$ cat config.mk
export PLATFORM = sky130hd
export DESIGN_NAME = rssd_datapath
export DESIGN_NICKNAME = d
export VERILOG_FILES = /design/src/include/rssd_pkg.sv /design/src/verilog/rssd_datapath.sv
export SDC_FILE = /design/constraint.sdc
export NUM_CORES = 1
export LEC_CHECK = 0
export BUFFER_PORTS_ARGS = -buffer_cell sky130_fd_sc_hd__buf_2
export CAP_MARGIN = 20
export CORE_MARGIN = 2
export CORE_UTILIZATION = 25
export DETAILED_ROUTE_END_ITERATION = 8
export GPL_TIMING_DRIVEN = 1
export HOLD_SLACK_MARGIN = 0.06
export PLACE_DENSITY = 0.44
export RECOVER_POWER = 25
export SLEW_MARGIN = 20
export SYNTH_ARGS = -nofsm -noshare
export SYNTH_HDL_FRONTEND = slang
export SYNTH_SLANG_ARGS = --single-unit
$ cat constraint.sdc
create_clock -name mclk -period 5.5 [get_ports mclk]
set_input_delay 0.825 -clock mclk [delete_from_list [all_inputs] [get_ports mclk]]
set_output_delay 0.825 -clock mclk [all_outputs]
set_load 0.05 [all_outputs]
$ cat src/include/rssd_pkg.sv
// Purpose: Shared constants for the rotate/subtract/skip/swap datapath
// Assumes: 8-bit data path, one core clock
// Notes:   Operation codes are binary-encoded values of the 5-bit op select port
package rssd_pkg;
   localparam int W = 8;
   localparam int MSB = 7;
   localparam int NIB = 4;
   localparam int BSEL_W = 3;
   // Operation select codes
   typedef enum logic [4:0] {
      OP_NONE        = 5'h00,
      OP_RLC_MEM     = 5'h01,
      OP_RLC_ACC     = 5'h02,
      OP_RR_MEM      = 5'h03,
      OP_RR_ACC      = 5'h04,
      OP_RRC_MEM     = 5'h05,
      OP_RRC_ACC     = 5'h06,
      OP_SBB_ACC     = 5'h07,
      OP_SBB_MEM     = 5'h08,
      OP_SUB_ACC     = 5'h09,
      OP_SUB_MEM     = 5'h0a,
      OP_SUB_IMM     = 5'h0b,
      OP_DSZ_MEM     = 5'h0c,
      OP_DSZ_ACC     = 5'h0d,
      OP_ISZ_MEM     = 5'h0e,
      OP_ISZ_ACC     = 5'h0f,
      OP_BTS_NZ      = 5'h10,
      OP_SET_BYTE    = 5'h11,
      OP_SET_BIT     = 5'h12,
      OP_SWAP_MEM    = 5'h13,
      OP_SWAP_ACC    = 5'h14
   } rssd_op_t;
   localparam logic [7:0] ALL_ONES = 8'hff;
   localparam logic [7:0] ONE_BYTE = 8'h01;
   localparam logic [7:0] ZERO_BYTE = 8'h00;
   // Skip adds one dummy cycle: 2 cycles total instead of 1
   localparam int SKIP_CYCLES = 2;
   localparam int BASE_CYCLES = 1;
   // Execution state one-hot codes
   typedef enum logic [1:0] {
      ST_EXEC  = 2'h1,
      ST_DUMMY = 2'h2
   } rssd_state_t;
endpackage

$ cat src/verilog/rssd_datapath.sv
// Purpose: Execution datapath for rotates, subtracts, skips, set and swap
// Assumes: Operands arrive with op_valid; flags and accumulator live here
// Notes:   Memory results leave on mem_we/mem_wdata for the core to store
`timescale 1ns/1ps
module rssd_datapath
   import rssd_pkg::*;
(
   // Clock and reset
   input  wire logic                    mclk,
   input  wire logic                    srst,
   // Instruction request from decode
   input  wire logic                    op_valid,
   input  wire rssd_pkg::rssd_op_t      op_sel,
   input  wire logic [rssd_pkg::W-1:0]  mem_rdata,
   input  wire logic [rssd_pkg::W-1:0]  imm_data,
   input  wire logic [rssd_pkg::BSEL_W-1:0] bit_sel,
   // Memory write-back
   output logic                         mem_we,
   output logic [rssd_pkg::W-1:0]       mem_wdata,
   // Architectural state
   output logic [rssd_pkg::W-1:0]       acc,
   output logic                         carry_flag,
   output logic                         zero_flag,
   output logic                         signed_wrap_flag,
   output logic                         half_carry_flag,
   // Sequencing toward the fetch logic
   output logic                         skip_next,
   output logic                         busy
);
   import rssd_pkg::*;

   typedef struct packed {
      rssd_state_t     state;
      logic [W-1:0]    acc;
      logic            c;
      logic            z;
      logic            ov;
      logic            ac;
      logic            we;
      logic [W-1:0]    wdata;
      logic            skip;
   } rssd_regs_t;

   rssd_regs_t cur;
   rssd_regs_t next_cur;

   // Shared adder: acc + ~operand + carry-in, split at bit 3 for half carry
   logic [W-1:0]   sub_opnd;
   logic           sub_cin;
   logic [NIB:0]   lo_sum;
   logic [NIB:0]   hi_sum;
   logic [W-1:0]   sub_res;
   logic           sub_ov;
   logic [W-1:0]   dec_res;
   logic [W-1:0]   inc_res;
   logic [W-1:0]   rot_l_c;
   logic [W-1:0]   rot_r;
   logic [W-1:0]   rot_r_c;
   logic [W-1:0]   swapped;
   logic [W-1:0]   bit_mask;

   always_comb begin
      sub_opnd = (op_sel == OP_SUB_IMM) ? ~imm_data : ~mem_rdata;
      sub_cin  = (op_sel == OP_SBB_ACC || op_sel == OP_SBB_MEM) ? cur.c : 1'b1;
      lo_sum   = {1'b0, cur.acc[NIB-1:0]} + {1'b0, sub_opnd[NIB-1:0]}
                 + {{NIB{1'b0}}, sub_cin};
      hi_sum   = {1'b0, cur.acc[W-1:NIB]} + {1'b0, sub_opnd[W-1:NIB]}
                 + {{NIB{1'b0}}, lo_sum[NIB]};
      sub_res  = {hi_sum[NIB-1:0], lo_sum[NIB-1:0]};
      sub_ov   = (cur.acc[MSB] == sub_opnd[MSB]) && (sub_res[MSB] != cur.acc[MSB]);
   end

   // Rotate, step, swap and mask helpers
   always_comb begin
      rot_l_c  = {mem_rdata[W-2:0], cur.c};
      rot_r    = {mem_rdata[0], mem_rdata[W-1:1]};
      rot_r_c  = {cur.c, mem_rdata[W-1:1]};
      swapped  = {mem_rdata[NIB-1:0], mem_rdata[W-1:NIB]};
      dec_res  = mem_rdata - ONE_BYTE;
      inc_res  = mem_rdata + ONE_BYTE;
      bit_mask = ONE_BYTE << bit_sel;
   end

   // Next-state: one op per cycle; a skip inserts one dummy cycle
   always_comb begin
      next_cur      = cur;
      next_cur.we   = 1'b0;
      next_cur.skip = 1'b0;
      if (srst) begin
         next_cur.state = ST_EXEC;
         next_cur.acc   = ZERO_BYTE;
         next_cur.c     = 1'b0;
         next_cur.z     = 1'b0;
         next_cur.ov    = 1'b0;
         next_cur.ac    = 1'b0;
         next_cur.wdata = ZERO_BYTE;
      end else begin
         case (cur.state)
            ST_DUMMY: begin
               // Prefetched word discarded; requests here are ignored
               next_cur.state = ST_EXEC;
            end
            ST_EXEC: begin
               if (op_valid) begin
                  case (op_sel)
                     OP_RLC_MEM: begin
                        next_cur.we = 1'b1;
                        next_cur.wdata = rot_l_c;
                        next_cur.c = mem_rdata[MSB];
                     end
                     OP_RLC_ACC: begin
                        next_cur.acc = rot_l_c;
                        next_cur.c = mem_rdata[MSB];
                     end
                     OP_RR_MEM: begin
                        next_cur.we = 1'b1;
                        next_cur.wdata = rot_r;
                     end
                     OP_RR_ACC: next_cur.acc = rot_r;
                     OP_RRC_MEM: begin
                        next_cur.we = 1'b1;
                        next_cur.wdata = rot_r_c;
                        next_cur.c = mem_rdata[0];
                     end
                     OP_RRC_ACC: begin
                        next_cur.acc = rot_r_c;
                        next_cur.c = mem_rdata[0];
                     end
                     OP_SBB_ACC, OP_SUB_ACC, OP_SUB_IMM: begin
                        next_cur.acc = sub_res;
                        next_cur.c = hi_sum[NIB];
                        next_cur.ac = lo_sum[NIB];
                        next_cur.ov = sub_ov;
                        next_cur.z = (sub_res == ZERO_BYTE);
                     end
                     OP_SBB_MEM, OP_SUB_MEM: begin
                        next_cur.we = 1'b1;
                        next_cur.wdata = sub_res;
                        next_cur.c = hi_sum[NIB];
                        next_cur.ac = lo_sum[NIB];
                        next_cur.ov = sub_ov;
                        next_cur.z = (sub_res == ZERO_BYTE);
                     end
                     OP_DSZ_MEM: begin
                        next_cur.we = 1'b1;
                        next_cur.wdata = dec_res;
                        next_cur.skip = (dec_res == ZERO_BYTE);
                     end
                     OP_DSZ_ACC: begin
                        next_cur.acc = dec_res;
                        next_cur.skip = (dec_res == ZERO_BYTE);
                     end
                     OP_ISZ_MEM: begin
                        next_cur.we = 1'b1;
                        next_cur.wdata = inc_res;
                        next_cur.skip = (inc_res == ZERO_BYTE);
                     end
                     OP_ISZ_ACC: begin
                        next_cur.acc = inc_res;
                        next_cur.skip = (inc_res == ZERO_BYTE);
                     end
                     OP_BTS_NZ: next_cur.skip = |(mem_rdata & bit_mask);
                     OP_SET_BYTE: begin
                        next_cur.we = 1'b1;
                        next_cur.wdata = ALL_ONES;
                     end
                     OP_SET_BIT: begin
                        next_cur.we = 1'b1;
                        next_cur.wdata = mem_rdata | bit_mask;
                     end
                     OP_SWAP_MEM: begin
                        next_cur.we = 1'b1;
                        next_cur.wdata = swapped;
                     end
                     OP_SWAP_ACC: next_cur.acc = swapped;
                     default: next_cur.we = 1'b0;
                  endcase
                  if (next_cur.skip) begin
                     next_cur.state = ST_DUMMY;
                  end
               end
            end
            default: next_cur.state = ST_EXEC;
         endcase
      end
   end

   // State register
   always_ff @(posedge mclk) begin
      cur <= next_cur;
   end

   // Outputs straight from flip-flops; skip pulse lines up with dummy cycle
   assign mem_we           = cur.we;
   assign mem_wdata        = cur.wdata;
   assign acc              = cur.acc;
   assign carry_flag       = cur.c;
   assign zero_flag        = cur.z;
   assign signed_wrap_flag = cur.ov;
   assign half_carry_flag  = cur.ac;
   assign skip_next        = cur.skip;
   assign busy             = (cur.state == ST_DUMMY);

   // Checks
   skip_dummy_a: assert property (@(posedge mclk) disable iff (srst)
      skip_next |-> busy ##1 !busy)
      else $error("skip without one dummy cycle");
   dummy_len_a: assert property (@(posedge mclk) disable iff (srst)
      busy |-> skip_next && !$past(busy))
      else $error("dummy cycle not caused by skip");
   rlc_mem_a: assert property (@(posedge mclk) disable iff (srst)
      (op_valid && !busy && op_sel == OP_RLC_MEM) |=>
      mem_we && mem_wdata == {$past(mem_rdata[6:0]), $past(carry_flag)}
      && carry_flag == $past(mem_rdata[7]))
      else $error("left rotate through carry wrong");
   rr_acc_a: assert property (@(posedge mclk) disable iff (srst)
      (op_valid && !busy && op_sel == OP_RR_ACC) |=>
      !mem_we && acc == {$past(mem_rdata[0]), $past(mem_rdata[7:1])}
      && $stable(carry_flag))
      else $error("right rotate to acc wrong");
   sub_acc_a: assert property (@(posedge mclk) disable iff (srst)
      (op_valid && !busy && op_sel == OP_SUB_ACC) |=>
      acc == 8'($past(acc) - $past(mem_rdata))
      && carry_flag == ($past(acc) >= $past(mem_rdata)))
      else $error("subtract result or carry wrong");
   sub_zero_a: assert property (@(posedge mclk) disable iff (srst)
      (op_valid && !busy && op_sel == OP_SUB_IMM) |=>
      zero_flag == (acc == 8'h00))
      else $error("zero flag mismatch");
   isz_skip_a: assert property (@(posedge mclk) disable iff (srst)
      (op_valid && !busy && op_sel == OP_ISZ_MEM && mem_rdata == 8'hff) |=>
      skip_next && busy && mem_we && mem_wdata == 8'h00 ##1 !busy)
      else $error("increment wrap did not skip");
   set_byte_a: assert property (@(posedge mclk) disable iff (srst)
      (op_valid && !busy && op_sel == OP_SET_BYTE) |=>
      mem_we && mem_wdata == 8'hff && $stable(zero_flag))
      else $error("byte set wrong");
   swap_acc_a: assert property (@(posedge mclk) disable iff (srst)
      (op_valid && !busy && op_sel == OP_SWAP_ACC) |=>
      !mem_we && acc == {$past(mem_rdata[3:0]), $past(mem_rdata[7:4])})
      else $error("swap to acc wrong");

   // Per-operation results, written from plain arithmetic rather than the adder
   // Subtracts are checked as a minus b minus borrow, a different route to the sum
   rlc_acc_a: assert property (@(posedge mclk) disable iff (srst)
      (op_valid && !busy && op_sel == OP_RLC_ACC) |=>
      !mem_we && acc == {$past(mem_rdata[6:0]), $past(carry_flag)}
      && carry_flag == $past(mem_rdata[7]))
      else $error("left rotate to acc wrong");
   rr_mem_a: assert property (@(posedge mclk) disable iff (srst)
      (op_valid && !busy && op_sel == OP_RR_MEM) |=>
      mem_we && mem_wdata == {$past(mem_rdata[0]), $past(mem_rdata[7:1])}
      && $stable(carry_flag) && $stable(zero_flag) && $stable(acc))
      else $error("right rotate to memory wrong");
   rrc_mem_a: assert property (@(posedge mclk) disable iff (srst)
      (op_valid && !busy && op_sel == OP_RRC_MEM) |=>
      mem_we && mem_wdata == {$past(carry_flag), $past(mem_rdata[7:1])}
      && carry_flag == $past(mem_rdata[0]))
      else $error("right rotate through carry wrong");
   rrc_acc_a: assert property (@(posedge mclk) disable iff (srst)
      (op_valid && !busy && op_sel == OP_RRC_ACC) |=>
      !mem_we && acc == {$past(carry_flag), $past(mem_rdata[7:1])}
      && carry_flag == $past(mem_rdata[0]))
      else $error("right rotate carry to acc wrong");
   sbb_acc_a: assert property (@(posedge mclk) disable iff (srst)
      (op_valid && !busy && op_sel == OP_SBB_ACC) |=>
      !mem_we && acc == 8'($past(acc) - $past(mem_rdata) - {7'h00, !$past(carry_flag)})
      && zero_flag == (acc == 8'h00))
      else $error("subtract with borrow to acc wrong");
   sbb_mem_a: assert property (@(posedge mclk) disable iff (srst)
      (op_valid && !busy && op_sel == OP_SBB_MEM) |=>
      mem_we && mem_wdata == 8'($past(acc) - $past(mem_rdata) - {7'h00, !$past(carry_flag)})
      && zero_flag == (mem_wdata == 8'h00) && $stable(acc))
      else $error("subtract with borrow to memory wrong");
   sub_mem_a: assert property (@(posedge mclk) disable iff (srst)
      (op_valid && !busy && op_sel == OP_SUB_MEM) |=>
      mem_we && mem_wdata == 8'($past(acc) - $past(mem_rdata))
      && carry_flag == ($past(acc) >= $past(mem_rdata)) && $stable(acc))
      else $error("subtract to memory wrong");
   sub_imm_a: assert property (@(posedge mclk) disable iff (srst)
      (op_valid && !busy && op_sel == OP_SUB_IMM) |=>
      acc == 8'($past(acc) - $past(imm_data))
      && carry_flag == ($past(acc) >= $past(imm_data))
      && half_carry_flag == ($past(acc[3:0]) >= $past(imm_data[3:0])))
      else $error("subtract immediate wrong");
   sub_ov_a: assert property (@(posedge mclk) disable iff (srst)
      (op_valid && !busy && op_sel == OP_SUB_ACC) |=>
      signed_wrap_flag == (($past(acc[7]) != $past(mem_rdata[7]))
      && (acc[7] != $past(acc[7]))))
      else $error("signed overflow flag wrong");
   dsz_mem_a: assert property (@(posedge mclk) disable iff (srst)
      (op_valid && !busy && op_sel == OP_DSZ_MEM) |=>
      mem_we && mem_wdata == 8'($past(mem_rdata) - 8'h01)
      && skip_next == ($past(mem_rdata) == 8'h01) && $stable(carry_flag))
      else $error("decrement skip to memory wrong");
   dsz_acc_a: assert property (@(posedge mclk) disable iff (srst)
      (op_valid && !busy && op_sel == OP_DSZ_ACC) |=>
      !mem_we && acc == 8'($past(mem_rdata) - 8'h01)
      && skip_next == ($past(mem_rdata) == 8'h01) && $stable(zero_flag))
      else $error("decrement skip to acc wrong");
   isz_acc_a: assert property (@(posedge mclk) disable iff (srst)
      (op_valid && !busy && op_sel == OP_ISZ_ACC) |=>
      !mem_we && acc == 8'($past(mem_rdata) + 8'h01)
      && skip_next == ($past(mem_rdata) == 8'hff) && $stable(carry_flag))
      else $error("increment skip to acc wrong");
   bts_skip_a: assert property (@(posedge mclk) disable iff (srst)
      (op_valid && !busy && op_sel == OP_BTS_NZ) |=>
      !mem_we && skip_next == $past(mem_rdata[bit_sel]) && $stable(acc))
      else $error("bit test skip wrong");
   set_bit_a: assert property (@(posedge mclk) disable iff (srst)
      (op_valid && !busy && op_sel == OP_SET_BIT) |=>
      mem_we && mem_wdata[$past(bit_sel)]
      && (mem_wdata | (8'h01 << $past(bit_sel))) == ($past(mem_rdata) | (8'h01 << $past(bit_sel))))
      else $error("bit set wrong");
   swap_mem_a: assert property (@(posedge mclk) disable iff (srst)
      (op_valid && !busy && op_sel == OP_SWAP_MEM) |=>
      mem_we && mem_wdata == {$past(mem_rdata[3:0]), $past(mem_rdata[7:4])}
      && $stable(acc) && $stable(carry_flag))
      else $error("swap in place wrong");
   // A request offered in the dummy cycle must leave no trace
   busy_ignore_a: assert property (@(posedge mclk) disable iff (srst)
      busy |=> !mem_we && !skip_next && $stable(acc) && $stable(carry_flag))
      else $error("request taken during dummy cycle");
endmodule

# After elaboration in Yosys (flattened, before gate mapping)
# Index checks and enable logic that the tools add are counted.
# W data, S select, Z words.
[totals] reg_bits=24 in_bits=27 output_inout_bits=23 elab_cells=80
[classes] add_sub_neg=6 n_eq_ne=24 shifts=1 muxes=10 bitwise_logic=6 reduce_logical=24
[op_table] cell="$pmux W8 S9" n=1
[op_table] cell="$pmux W8 S7" n=1
[op_table] cell="$eq A5 B4 Y1 const B" n=8
[op_table] cell="$eq A5 B5 Y1 const B" n=5
[op_table] cell="$logic_not A8 Y1" n=3
[op_table] cell="$eq A5 B3 Y1 const B" n=4
[op_table] cell="$not A8 Y8" n=2
[op_table] cell="$reduce_and A3 Y1" n=4
[op_table] cell="$reduce_or A2 Y1" n=6
[op_table] cell="$add A4 B4 Y5" n=2
[op_table] cell="$add A5 B1 Y5" n=2
[op_table] cell="$eq A5 B2 Y1 const B" n=2
[op_table] cell="$reduce_or A10 Y1" n=1
[op_table] cell="$reduce_bool A9 Y1" n=1
[op_table] cell="$add A8 B1 Y8 const B" n=1
[op_table] cell="$and A8 B8 Y8" n=1
[op_table] cell="$mux W8" n=1
[op_table] cell="$or A8 B8 Y8" n=1
[op_table] cell="$reduce_or A8 Y1" n=1
[op_table] cell="$shl A1 B3 Y8 const A" n=1
[op_table] cell="$sub A8 B1 Y8 const B" n=1
[op_table] cell="$reduce_bool A7 Y1" n=1
[op_table] cell="$pmux W1 S3" n=2
[op_table] cell="$reduce_or A3 Y1" n=2
[op_table] cell="other kinds (12)" n=17

# Depth between registers and ports, before layout
# Gate-level depths: netlist of the first run.
[logic_depth] ltp_word=8 mapped_depth=18

# Worst setup path before layout of the first run
# OpenSTA, ideal clock, no wires.
[synth_path] path_type="input port to flip-flop" from="in op_sel[4]" to="reg cur, in the netlist zero_flag" setup_ps=71 arrival_ps=4299 t_required_ps=5429 path_slack_ps=1131 stages=17 path_cell_list="buf_4 > buf_4 > clkbuf_1 > nand3b_1 > buf_2 > mux2i_1 > fa_1 > fa_1 > a21o_1 > a21oi_1 > fa_1 > nor2b_1 > o21ai_0 > nand2b_1 > xor2_1 > or4_1 > a21oi_1"
[synth_between] elab_chain_cells=6
[synth_rtl] item="start, declared" line_no="rssd_datapath.sv:13" text="input wire rssd_pkg::rssd_op_t op_sel,"
[synth_rtl] item="$eq A5 B4 Y1, or another cell as far along" line_no="rssd_datapath.sv:63, rssd_datapath.sv:105"
[synth_rtl] item="$mux W8 or $logic_or A1 B1 Y1 (tied branches)" line_no="rssd_datapath.sv:63, rssd_datapath.sv:64"
[synth_rtl] item="$add A4 B4 Y5 or $mux W1 (tied branches)" line_no="rssd_datapath.sv:65, rssd_datapath.sv:64"
[synth_rtl] item="$add A5 B1 Y5" line_no="rssd_datapath.sv:66" text="+ {{NIB{1'b0}}, sub_cin};"
[synth_rtl] item="$add A5 B1 Y5" line_no="rssd_datapath.sv:68" text="+ {{NIB{1'b0}}, lo_sum[NIB]};"
[synth_rtl] item="$logic_not A8 Y1" line_no="rssd_datapath.sv:134, rssd_datapath.sv:142"
[synth_rtl] item="end signal, assigned" line_no="rssd_datapath.sv:190" text="cur <= next_cur;"
[synth_rtl] item="end, declared" line_no="rssd_datapath.sv:44" text="rssd_regs_t cur;"
# Several ways; a longest one is shown, not always the timed one.
# A chain may end at the register's enable or synchronous reset.

# Final worst setup path of the first run
[layout_path] from="in op_sel[2]" to="reg cur, in the netlist mem_wdata[6]"
[layout_between] elab_chain_cells=6
[layout_rtl] item="$eq A5 B4 Y1, or another cell as far along" line_no="rssd_datapath.sv:63" text="sub_opnd = (op_sel == OP_SUB_IMM) ? ~imm_data : ~mem_rdata;"
[layout_rtl] item="$mux W8 or $logic_or A1 B1 Y1 (tied branches)" line_no="rssd_datapath.sv:63, rssd_datapath.sv:64"
[layout_rtl] item="$add A4 B4 Y5 or $mux W1 (tied branches)" line_no="rssd_datapath.sv:65, rssd_datapath.sv:64"
[layout_rtl] item="$add A5 B1 Y5" line_no="rssd_datapath.sv:66"
[layout_rtl] item="$add A5 B1 Y5" line_no="rssd_datapath.sv:68"
[layout_rtl] item="$pmux W8 S9" line_no="rssd_datapath.sv:105" text="case (op_sel)"
# Several ways; a longest one is shown, not always the timed one.

==> results.txt, run 1 <==
The average via count per standard cell is 5.69, and the clock edge transition at the registers on the reported setup and hold paths is 0.07 ns. The total buffers and inverters traversed by the critical path is 1. The setup total negative slack was 0 ns; the post-layout net count was 498.

After clock tree synthesis, the setup repair step added 0 buffers. The number of gates resized after CTS was 0. Number of pins exceeding their max-slew limit in the final report: 0. The final critical-path share of the clock period works out to 83.9%.

STA classifies the critical path startpoint as an input port. Detailed routing placed a total of 5.71 mm of wire on met2. The CTS root buffer is sky130_fd_sc_hd__clkbuf_16.

Wire segments on met3 add up to 952 um in the final route. The tools report the clock latency at the later pin of the worst-skew pair as 0.27 ns. The floorplan step set the die width to 117 um.

Counting instances, the worst hold path has a depth of 2. The critical path is of the in2reg type. The CTS H-tree depth came out at 1. The detailed router used layers up to and including met4. The data required time at the worst endpoint was 5.64 ns. The most instantiated flip-flop cell in the synthesis netlist is sky130_fd_sc_hd__dfxtp_1. Number of search-and-repair iterations in the first detailed-routing pass: 5. The post-route netlist has 13.1% of its cells at a drive strength greater than 1.

The overall fraction of global-route tracks in use is 18.4%, and the count of antenna diodes in the layout is 0. The die span in y is 117 um. The mean instance size in the synthesized netlist was 7.11 um^2; the maximum number of pins on one net before global-route repair was 28. Max-cap violations in this run came to 0. Synthesis produced a netlist whose cell count is 453.

The number of enable-type register cells in the synthesized netlist works out to 0. The die covers 13800 um^2. For the pin with the worst max-slew slack, the measured transition is 0.766 ns. Buffers inserted during clock tree synthesis total 3.

Yosys printed 0 warnings. The worst clock skew on the final layout came out at 0.00542 ns. For this configuration, the core starts out at a cell density of 25.5%. The logs give 0 for the number of antenna violations at the first check in global routing and 0.630 ns for the pre-CTS worst setup slack. The total overflow left after global routing is 0. The library cell with the highest instance count after synthesis is sky130_fd_sc_hd__nand2_1. The slowest stage of the critical path is the sky130_fd_sc_hd__nor2b_1 cell. For this block, wires on met1 add up to 5.84 mm. The first global-routing pass estimated 20.2 mm of wire. The number of different library cells used by synthesis comes to 67. The count of cells along the worst register-to-register path is 12, and the utilization after layout is 27.7%. Timing would allow up to 217 MHz.

For the post-detailed-route DRC marker count, the log shows 0. The run finished with clean final reports. Hold repair after CTS inserted 0 buffers. The number of global-route vias before repair came out at 3438.

The total routed wirelength was 13.0 mm; the share of the synthesized area in the top cell type was 14.9%. 50 I/O pins were placed. After filler insertion, the fill cell instance count of the layout stands at 1451. For this block, the initial DRC count from the detailed router was 385. The critical path arrival came out at 4.76 ns. By count the netlist is led by sky130_fd_sc_hd__nand2_1, sky130_fd_sc_hd__nor2_1, sky130_fd_sc_hd__a21oi_1.

Number of input and output port buffers inserted: 49. Walking the worst path, the cells encountered are buf_2 > nor2b_1 > a22oi_1 > or3_1 > fa_1 > fa_1 > a21o_1 > a21oi_1 > fa_1 > fa_1 > xor2_1 > o22a_1 > o21ai_0 > a2111oi_0 > nor4_1. The largest total area in the synthesized netlist belongs to sky130_fd_sc_hd__dfxtp_1. The final number of setup-violating endpoints is 0.

The tools report the net count after synthesis as 493. Setup repair after global routing left no endpoint under its margin. Setup slack on the critical path of the routed design comes to 0.883 ns.

The maximum fanout along the worst path is 22. The vias after detailed routing was 3580. The capturing element type of the critical path is a flop.

The area added between synthesis and finish was 8.74%. The post-synthesis sequential area ratio was 14.9%. The highest cell delay on the worst timing path was 0.49 ns; the number of rows created at floorplan was 41. The clock period could shrink to 4.62 ns. The worst hold-check path type was reg2reg. The detail route stage leaves a number of antenna-violating nets equal to 0.

The register bit total from synthesis came out at 24. By instance count, the cell type seen most on the critical path is sky130_fd_sc_hd__fa_1. For this run, asynchronously set or reset flops after synthesis account for 0%. In this run the deepest clock path goes through 2 buffers.

The clock net in this run drives a total of 24 sinks. The run gives 48.5% as the worst slew slack as a fraction of its limit. In this run the static leakage power is 1.31 nW.

Dividing the detail-routed wire length by the instance count gives 20.6 um. Summing every instance area after synthesis gives 3220 um^2. Ranked by total cell area, the synthesized netlist is headed by sky130_fd_sc_hd__dfxtp_1, sky130_fd_sc_hd__nand2_1, sky130_fd_sc_hd__a21oi_1. The number of hold violations in the final report was 0. The worst supply voltage drop on vdd was 0.0942 mV. The congestion estimate from routability-driven global placement came to 1.03. The power density over the cells was 191 nW/um^2; the detailed placement HPWL was 9.88 mm.

The kind of cell with the highest combined delay along the critical path is adder cells. TritonCTS built the clock tree. The critical path depth is 15. Core footprint: 12600 um^2.
==> flip-flops by register name (all words and copies together) (netlist names) <==
name / count
mem_wdata: 8
mem_we: 1
carry_flag: 1
skip_next: 1
zero_flag: 1
cur: 2
acc: 8
signed_wrap_flag: 1
half_carry_flag: 1
==> metal layers <==
metal  GRT usage [%]  vias up
li1                -     1659
met1            25.7     1677
met2            28.6      212
met3            2.96       32
met4            6.40        0
met5               0        -
==> per-stage QoR <==
stage | std cells | hold slack [ns] | instance area [um^2] | power [mW]
after floorplan | 453 | 0.437 | 3220 | 0.384
after global placement | 625 | 0.442 | 3410 | 0.450
after detailed placement | 625 | 0.444 | 3410 | 0.448
after CTS | 629 | 0.455 | 3510 | 0.668
after global routing | 629 | 0.485 | 3500 | 0.697
final | 629 | 0.454 | 3500 | 0.669
==> path summary, 6_finish.rpt <==
kind	slack, ns	to	startpoint
min	0.45	mem_wdata[0]	mem_wdata[0]
max	0.88	mem_wdata[6]	op_sel[2]
min reg2reg	0.45	mem_wdata[0]	mem_wdata[0]
max reg2reg	1.87	mem_wdata[6]	carry_flag
==> report_power, final <==
group	internal [mW]	leakage [nW]	switching (mW)
combinational	0.0797	1.06	0.179
clock	0.145	0.0511	0.0753
sequential	0.182	0.196	0.00775
total	0.407	1.31	0.262
==> layout by cell type (no fill, tap or decap), types with 11 or more instances in the layout <==
cell,n
sky130_fd_sc_hd__o21ai_0,21
sky130_fd_sc_hd__nand2_1,44
sky130_fd_sc_hd__nand3_1,13
sky130_fd_sc_hd__buf_2,38
sky130_fd_sc_hd__nor2_1,40
sky130_fd_sc_hd__dfxtp_1,24
sky130_fd_sc_hd__nor2b_1,15
sky130_fd_sc_hd__xor2_1,13
sky130_fd_sc_hd__nor3_1,20
sky130_fd_sc_hd__a21oi_1,30
sky130_fd_sc_hd__mux2i_1,11
sky130_fd_sc_hd__clkbuf_1,11
==> layout make-up <==
cell class | instances | area [um^2] | share of cell area, %
Multi-Input combinational cell | 364 | 2390 | 68.2
Sequential cell | 24 | 480 | 13.7
Timing Repair Buffer | 55 | 277 | 7.90
Tap cell | 172 | 215 | 6.15
Clock buffer | 3 | 75.1 | 2.14
Inverter | 10 | 37.5 | 1.07
Clock inverter | 1 | 30.0 | 0.858
==> logic make-up after synthesis <==
kind of cell,after synthesis,share of synthesized area (%)
AOI/OAI and AO/OA,131,28.1
xor gates and xnor gates,17,4.62
adders and majority gates,14,6.30
buffers and inverters,65,11.0
DFF,24,14.9
muxes,14,4.47
and+or+nand+nor,188,30.6
==> worst register-to-register path, cell delays in order, from the launching register on <==
cell and delay (ns):
sky130_fd_sc_hd__dfxtp_1 0.40, sky130_fd_sc_hd__or3_1 0.42, sky130_fd_sc_hd__fa_1 0.41, sky130_fd_sc_hd__fa_1 0.41
sky130_fd_sc_hd__a21o_1 0.17, sky130_fd_sc_hd__a21oi_1 0.24, sky130_fd_sc_hd__fa_1 0.28, sky130_fd_sc_hd__fa_1 0.23
sky130_fd_sc_hd__xor2_1 0.29, sky130_fd_sc_hd__o22a_1 0.17, sky130_fd_sc_hd__o21ai_0 0.07, sky130_fd_sc_hd__a2111oi_0 0.31
sky130_fd_sc_hd__nor4_1 0.10
Power figures use the tool's default switching activity.
==> run 2: changes to the inputs <==
--- a/config.mk
+++ b/config.mk
@@ -12,7 +12,7 @@
 export DETAILED_ROUTE_END_ITERATION = 8
 export GPL_TIMING_DRIVEN = 1
 export HOLD_SLACK_MARGIN = 0.06
-export PLACE_DENSITY = 0.44
+export PLACE_DENSITY = 0.45
 export RECOVER_POWER = 25
 export SLEW_MARGIN = 20
 export SYNTH_ARGS = -nofsm -noshare
==> constraint.sdc (replaced) <==
create_clock -name mclk -period 3.9 [get_ports mclk]
set_input_delay 0.585 -clock mclk [delete_from_list [all_inputs] [get_ports mclk]]
set_output_delay 0.585 -clock mclk [all_outputs]
set_load 0.05 [all_outputs]
==> results.txt, run 2 (synthesis results as in run 1) <==
The run finished with clean final reports. The CTS H-tree depth was 1; the number of DRC markers in iteration 0 was 368. For the area of placed instances, the log shows 3560 um^2. The weighted congestion at the end of routability-driven global placement was 0.980. The tightest min-delay check is of the reg2reg type. The final critical-path share of the clock period came out at 94.3%. For this run, the post-layout net count is 515.

The average via count per standard cell came out at 5.71. Fill cells in the final layout number 1449. The worst hold slack was 0.456 ns. Kind of launch point of the worst setup path: an input port.

The horizontal die dimension was 117 um; the clock edge transition at the registers on the reported setup and hold paths was 0.06 ns. Measured in cells, the most critical reg-to-reg path has a length of 12. The first detailed-routing pass ran for 5 iterations. The vias after detailed routing came out at 3690. Relative to the synthesized area, the layout overhead comes to 13.1%.

The tools report the pre-CTS worst setup slack as -0.0893 ns. The critical path arrival is 3.87 ns, and the number of buffers added for setup after CTS is 0. The tools report the post-detailed-route DRC marker count as 0.

In this run the remaining antenna-violating nets after routing total 0. The tools report the worst reg2reg path endpoint as zero_flag. The signal on the critical path passes through buf_2 > and2_1 > a22oi_1 > or3_1 > fa_2 > fa_2 > a21o_1 > a21oi_2 > fa_2 > nor2b_1 > o21ai_0 > nand2b_1 > xor2_1 > or4_1 > a21oi_1. The tools report the launch point of the worst reg-to-reg path as carry_flag.

In this design, the stage delay of the slowest critical-path cell is 0.56 ns. The tools report the number of rows created at floorplan as 41. The leakage power figure is 1.39 nW. The run gives 0.223 ns as the post-route worst setup slack. Leaving out fill and tap cells, the most frequent cell in the layout is sky130_fd_sc_hd__nand2_1. Detailed placement HPWL: 10.2 mm. The data required time at the worst endpoint was 4.10 ns; the number of antenna violations at the first check in global routing was 0.

In the layout the commonest cells are sky130_fd_sc_hd__nand2_1, sky130_fd_sc_hd__nor2_1, sky130_fd_sc_hd__buf_2, sky130_fd_sc_hd__a21oi_1, sky130_fd_sc_hd__dfxtp_1. The worst hold path begins at mem_wdata[2]. The final period demand of the worst path was 3.68 ns; the hold buffer count at cts was 0.

For the number of hold violations in the final report, the log shows 0. Measured against its own limit, the worst slew margin works out to 51.2%. The post-detailed-route wirelength per cell works out to 20.5 um. Worst hold path endpoint: mem_wdata[2]. For the final database, setup skew stands at 0.00185 ns. The tree built by TritonCTS fans out to 24 sinks. In this run the tool buffered the top-level ports with 49 buffer cells. The CTS root buffer is sky130_fd_sc_hd__clkbuf_16. The finished cells cover 3640 um^2. The floorplan step set the die height to 117 um. For the total die area, the log shows 13800 um^2.

The logs give 0 ns for the setup total negative slack and 3596 for the number of global-route vias before repair. The largest individual stage delay along the critical path comes from the cell sky130_fd_sc_hd__or4_1. The total routed wirelength was 13.2 mm; the depth of the worst hold-timing path was 2.

For flop-to-flop paths, the worst setup slack is 0.54 ns. After global routing the overflow that remains totals 0. The core region is 12600 um^2.

In this run the worst path has a maximum fanout of 3. In this run, CTS created clock tree buffers numbering 3. Entering global routing, the biggest net connects 29 pins. The number of top-level pins was 50. The critical path start-end classification is in2reg. The maximum frequency from static timing analysis was 272 MHz; the maximum count of clock buffers along a single path was 2.

The fraction of final layout cells with drive strength greater than 1 is 17.5%, and the count of antenna diodes in the layout is 0. Capturing element type of the critical path: a flop. The run gives 18.7% as the overall fraction of global-route tracks in use. The final number of setup-violating endpoints came out at 0. At the pin with the least slew margin, the transition time is 0.728 ns. Across the run, the number of max-cap violations was 0.

Setup repair after global routing left no endpoint under its margin. Effective utilization at floorplan: 25.5%. In this design, the critical path's most frequently occurring cell is sky130_fd_sc_hd__fa_2.

Dividing total power by cell area gives a power density of 249 nW/um^2. The first global-routing pass estimated 20.6 mm of wire. For the worst-skew pair, the clock arrives at the later sink with an insertion delay of 0.26 ns.

The tools report the number of pins exceeding their max-slew limit in the final report as 0. IR analysis of the VDD net gives a maximum drop of 0.131 mV. TritonCTS built the clock tree.
-- run 2: cell types whose count changed in the layout (fill, tap and decap cells not counted), moves of 2 or more --
cell / previous run / this run
sky130_fd_sc_hd__buf_4: 6 / 23
sky130_fd_sc_hd__fa_2: 0 / 3
sky130_fd_sc_hd__fa_1: 4 / 1
sky130_fd_sc_hd__a2111oi_1: 0 / 2
sky130_fd_sc_hd__a2111oi_0: 2 / 0
-- run 2: metal layers --
metal	vias to the layer above	GRT usage (%)	routed length, um	part of all wire, %
met4	0	5.20	294	2.2
met2	185	31.4	6070	46
met5	-	0	0	0
met1	1787	25.0	5860	44
met3	25	2.91	985	7.5
li1	1693	-	-	-
-- run 2: critical path: cells and delay by family --
| family | cells | cell delay [ns] |
|---|---|---|
| xor gates and xnor gates | 1 | 0.20 |
| AOI/OAI and AO/OA | 5 | 0.73 |
| and+or+nand+nor | 5 | 1.24 |
| buffers and inverters | 1 | 0.12 |
| adders and majority gates | 3 | 0.99 |
-- run 2: worst max path at each step --
| stage | start | end | slack (ns) | depth (start not counted) |
|---|---|---|---|---|
| 2_1_floorplan | op_sel[4] | zero_flag | 0.0007 | 17 |
| 3_3_place_gp | op_sel[2] | mem_wdata[6] | -0.04 | 15 |
| 3_5_place_dp | op_sel[1] | mem_wdata[6] | -0.09 | 15 |
| 4_1_cts | op_sel[1] | mem_wdata[6] | 0.18 | 15 |
| 5_1_grt | op_sel[3] | zero_flag | 0.0004 | 15 |
| 6_report | op_sel[1] | zero_flag | 0.22 | 15 |
-- run 2: cell type report --
type / instances / area, um^2 / area share [%]
Timing Repair Buffer: 72 / 404 / 11.1
Inverter: 10 / 37.5 / 1.03
Tap cell: 172 / 215 / 5.91
Multi-Input combinational cell: 364 / 2410 / 66.3
Sequential cell: 24 / 480 / 13.2
Clock buffer: 4 / 88.8 / 2.44
-- run 2: power by group --
| part | leakage [nW] | internal, mW | switching (mW) |
|---|---|---|---|
| sequential | 0.196 | 0.257 | 0.0103 |
| clock | 0.0442 | 0.157 | 0.0945 |
| combinational | 1.15 | 0.129 | 0.259 |
-- run 2: what timing repair did --
| action | 4_1_cts | 5_1_grt |
|---|---|---|
| endpoints found under the hold margin | 0 | 0 |
| setup endpoints to repair | 0 | 3 |
| gates resized for setup | 0 | 3 |
-- run 2: stage by stage --
step           cells  power [mW]  util (%)
2_1_floorplan    453       0.546         -
3_3_place_gp     642       0.653      28.2
3_5_place_dp     642       0.652      28.2
4_1_cts          646       0.908      28.9
5_1_grt          646       0.956      28.9
6_report         646       0.907      28.9
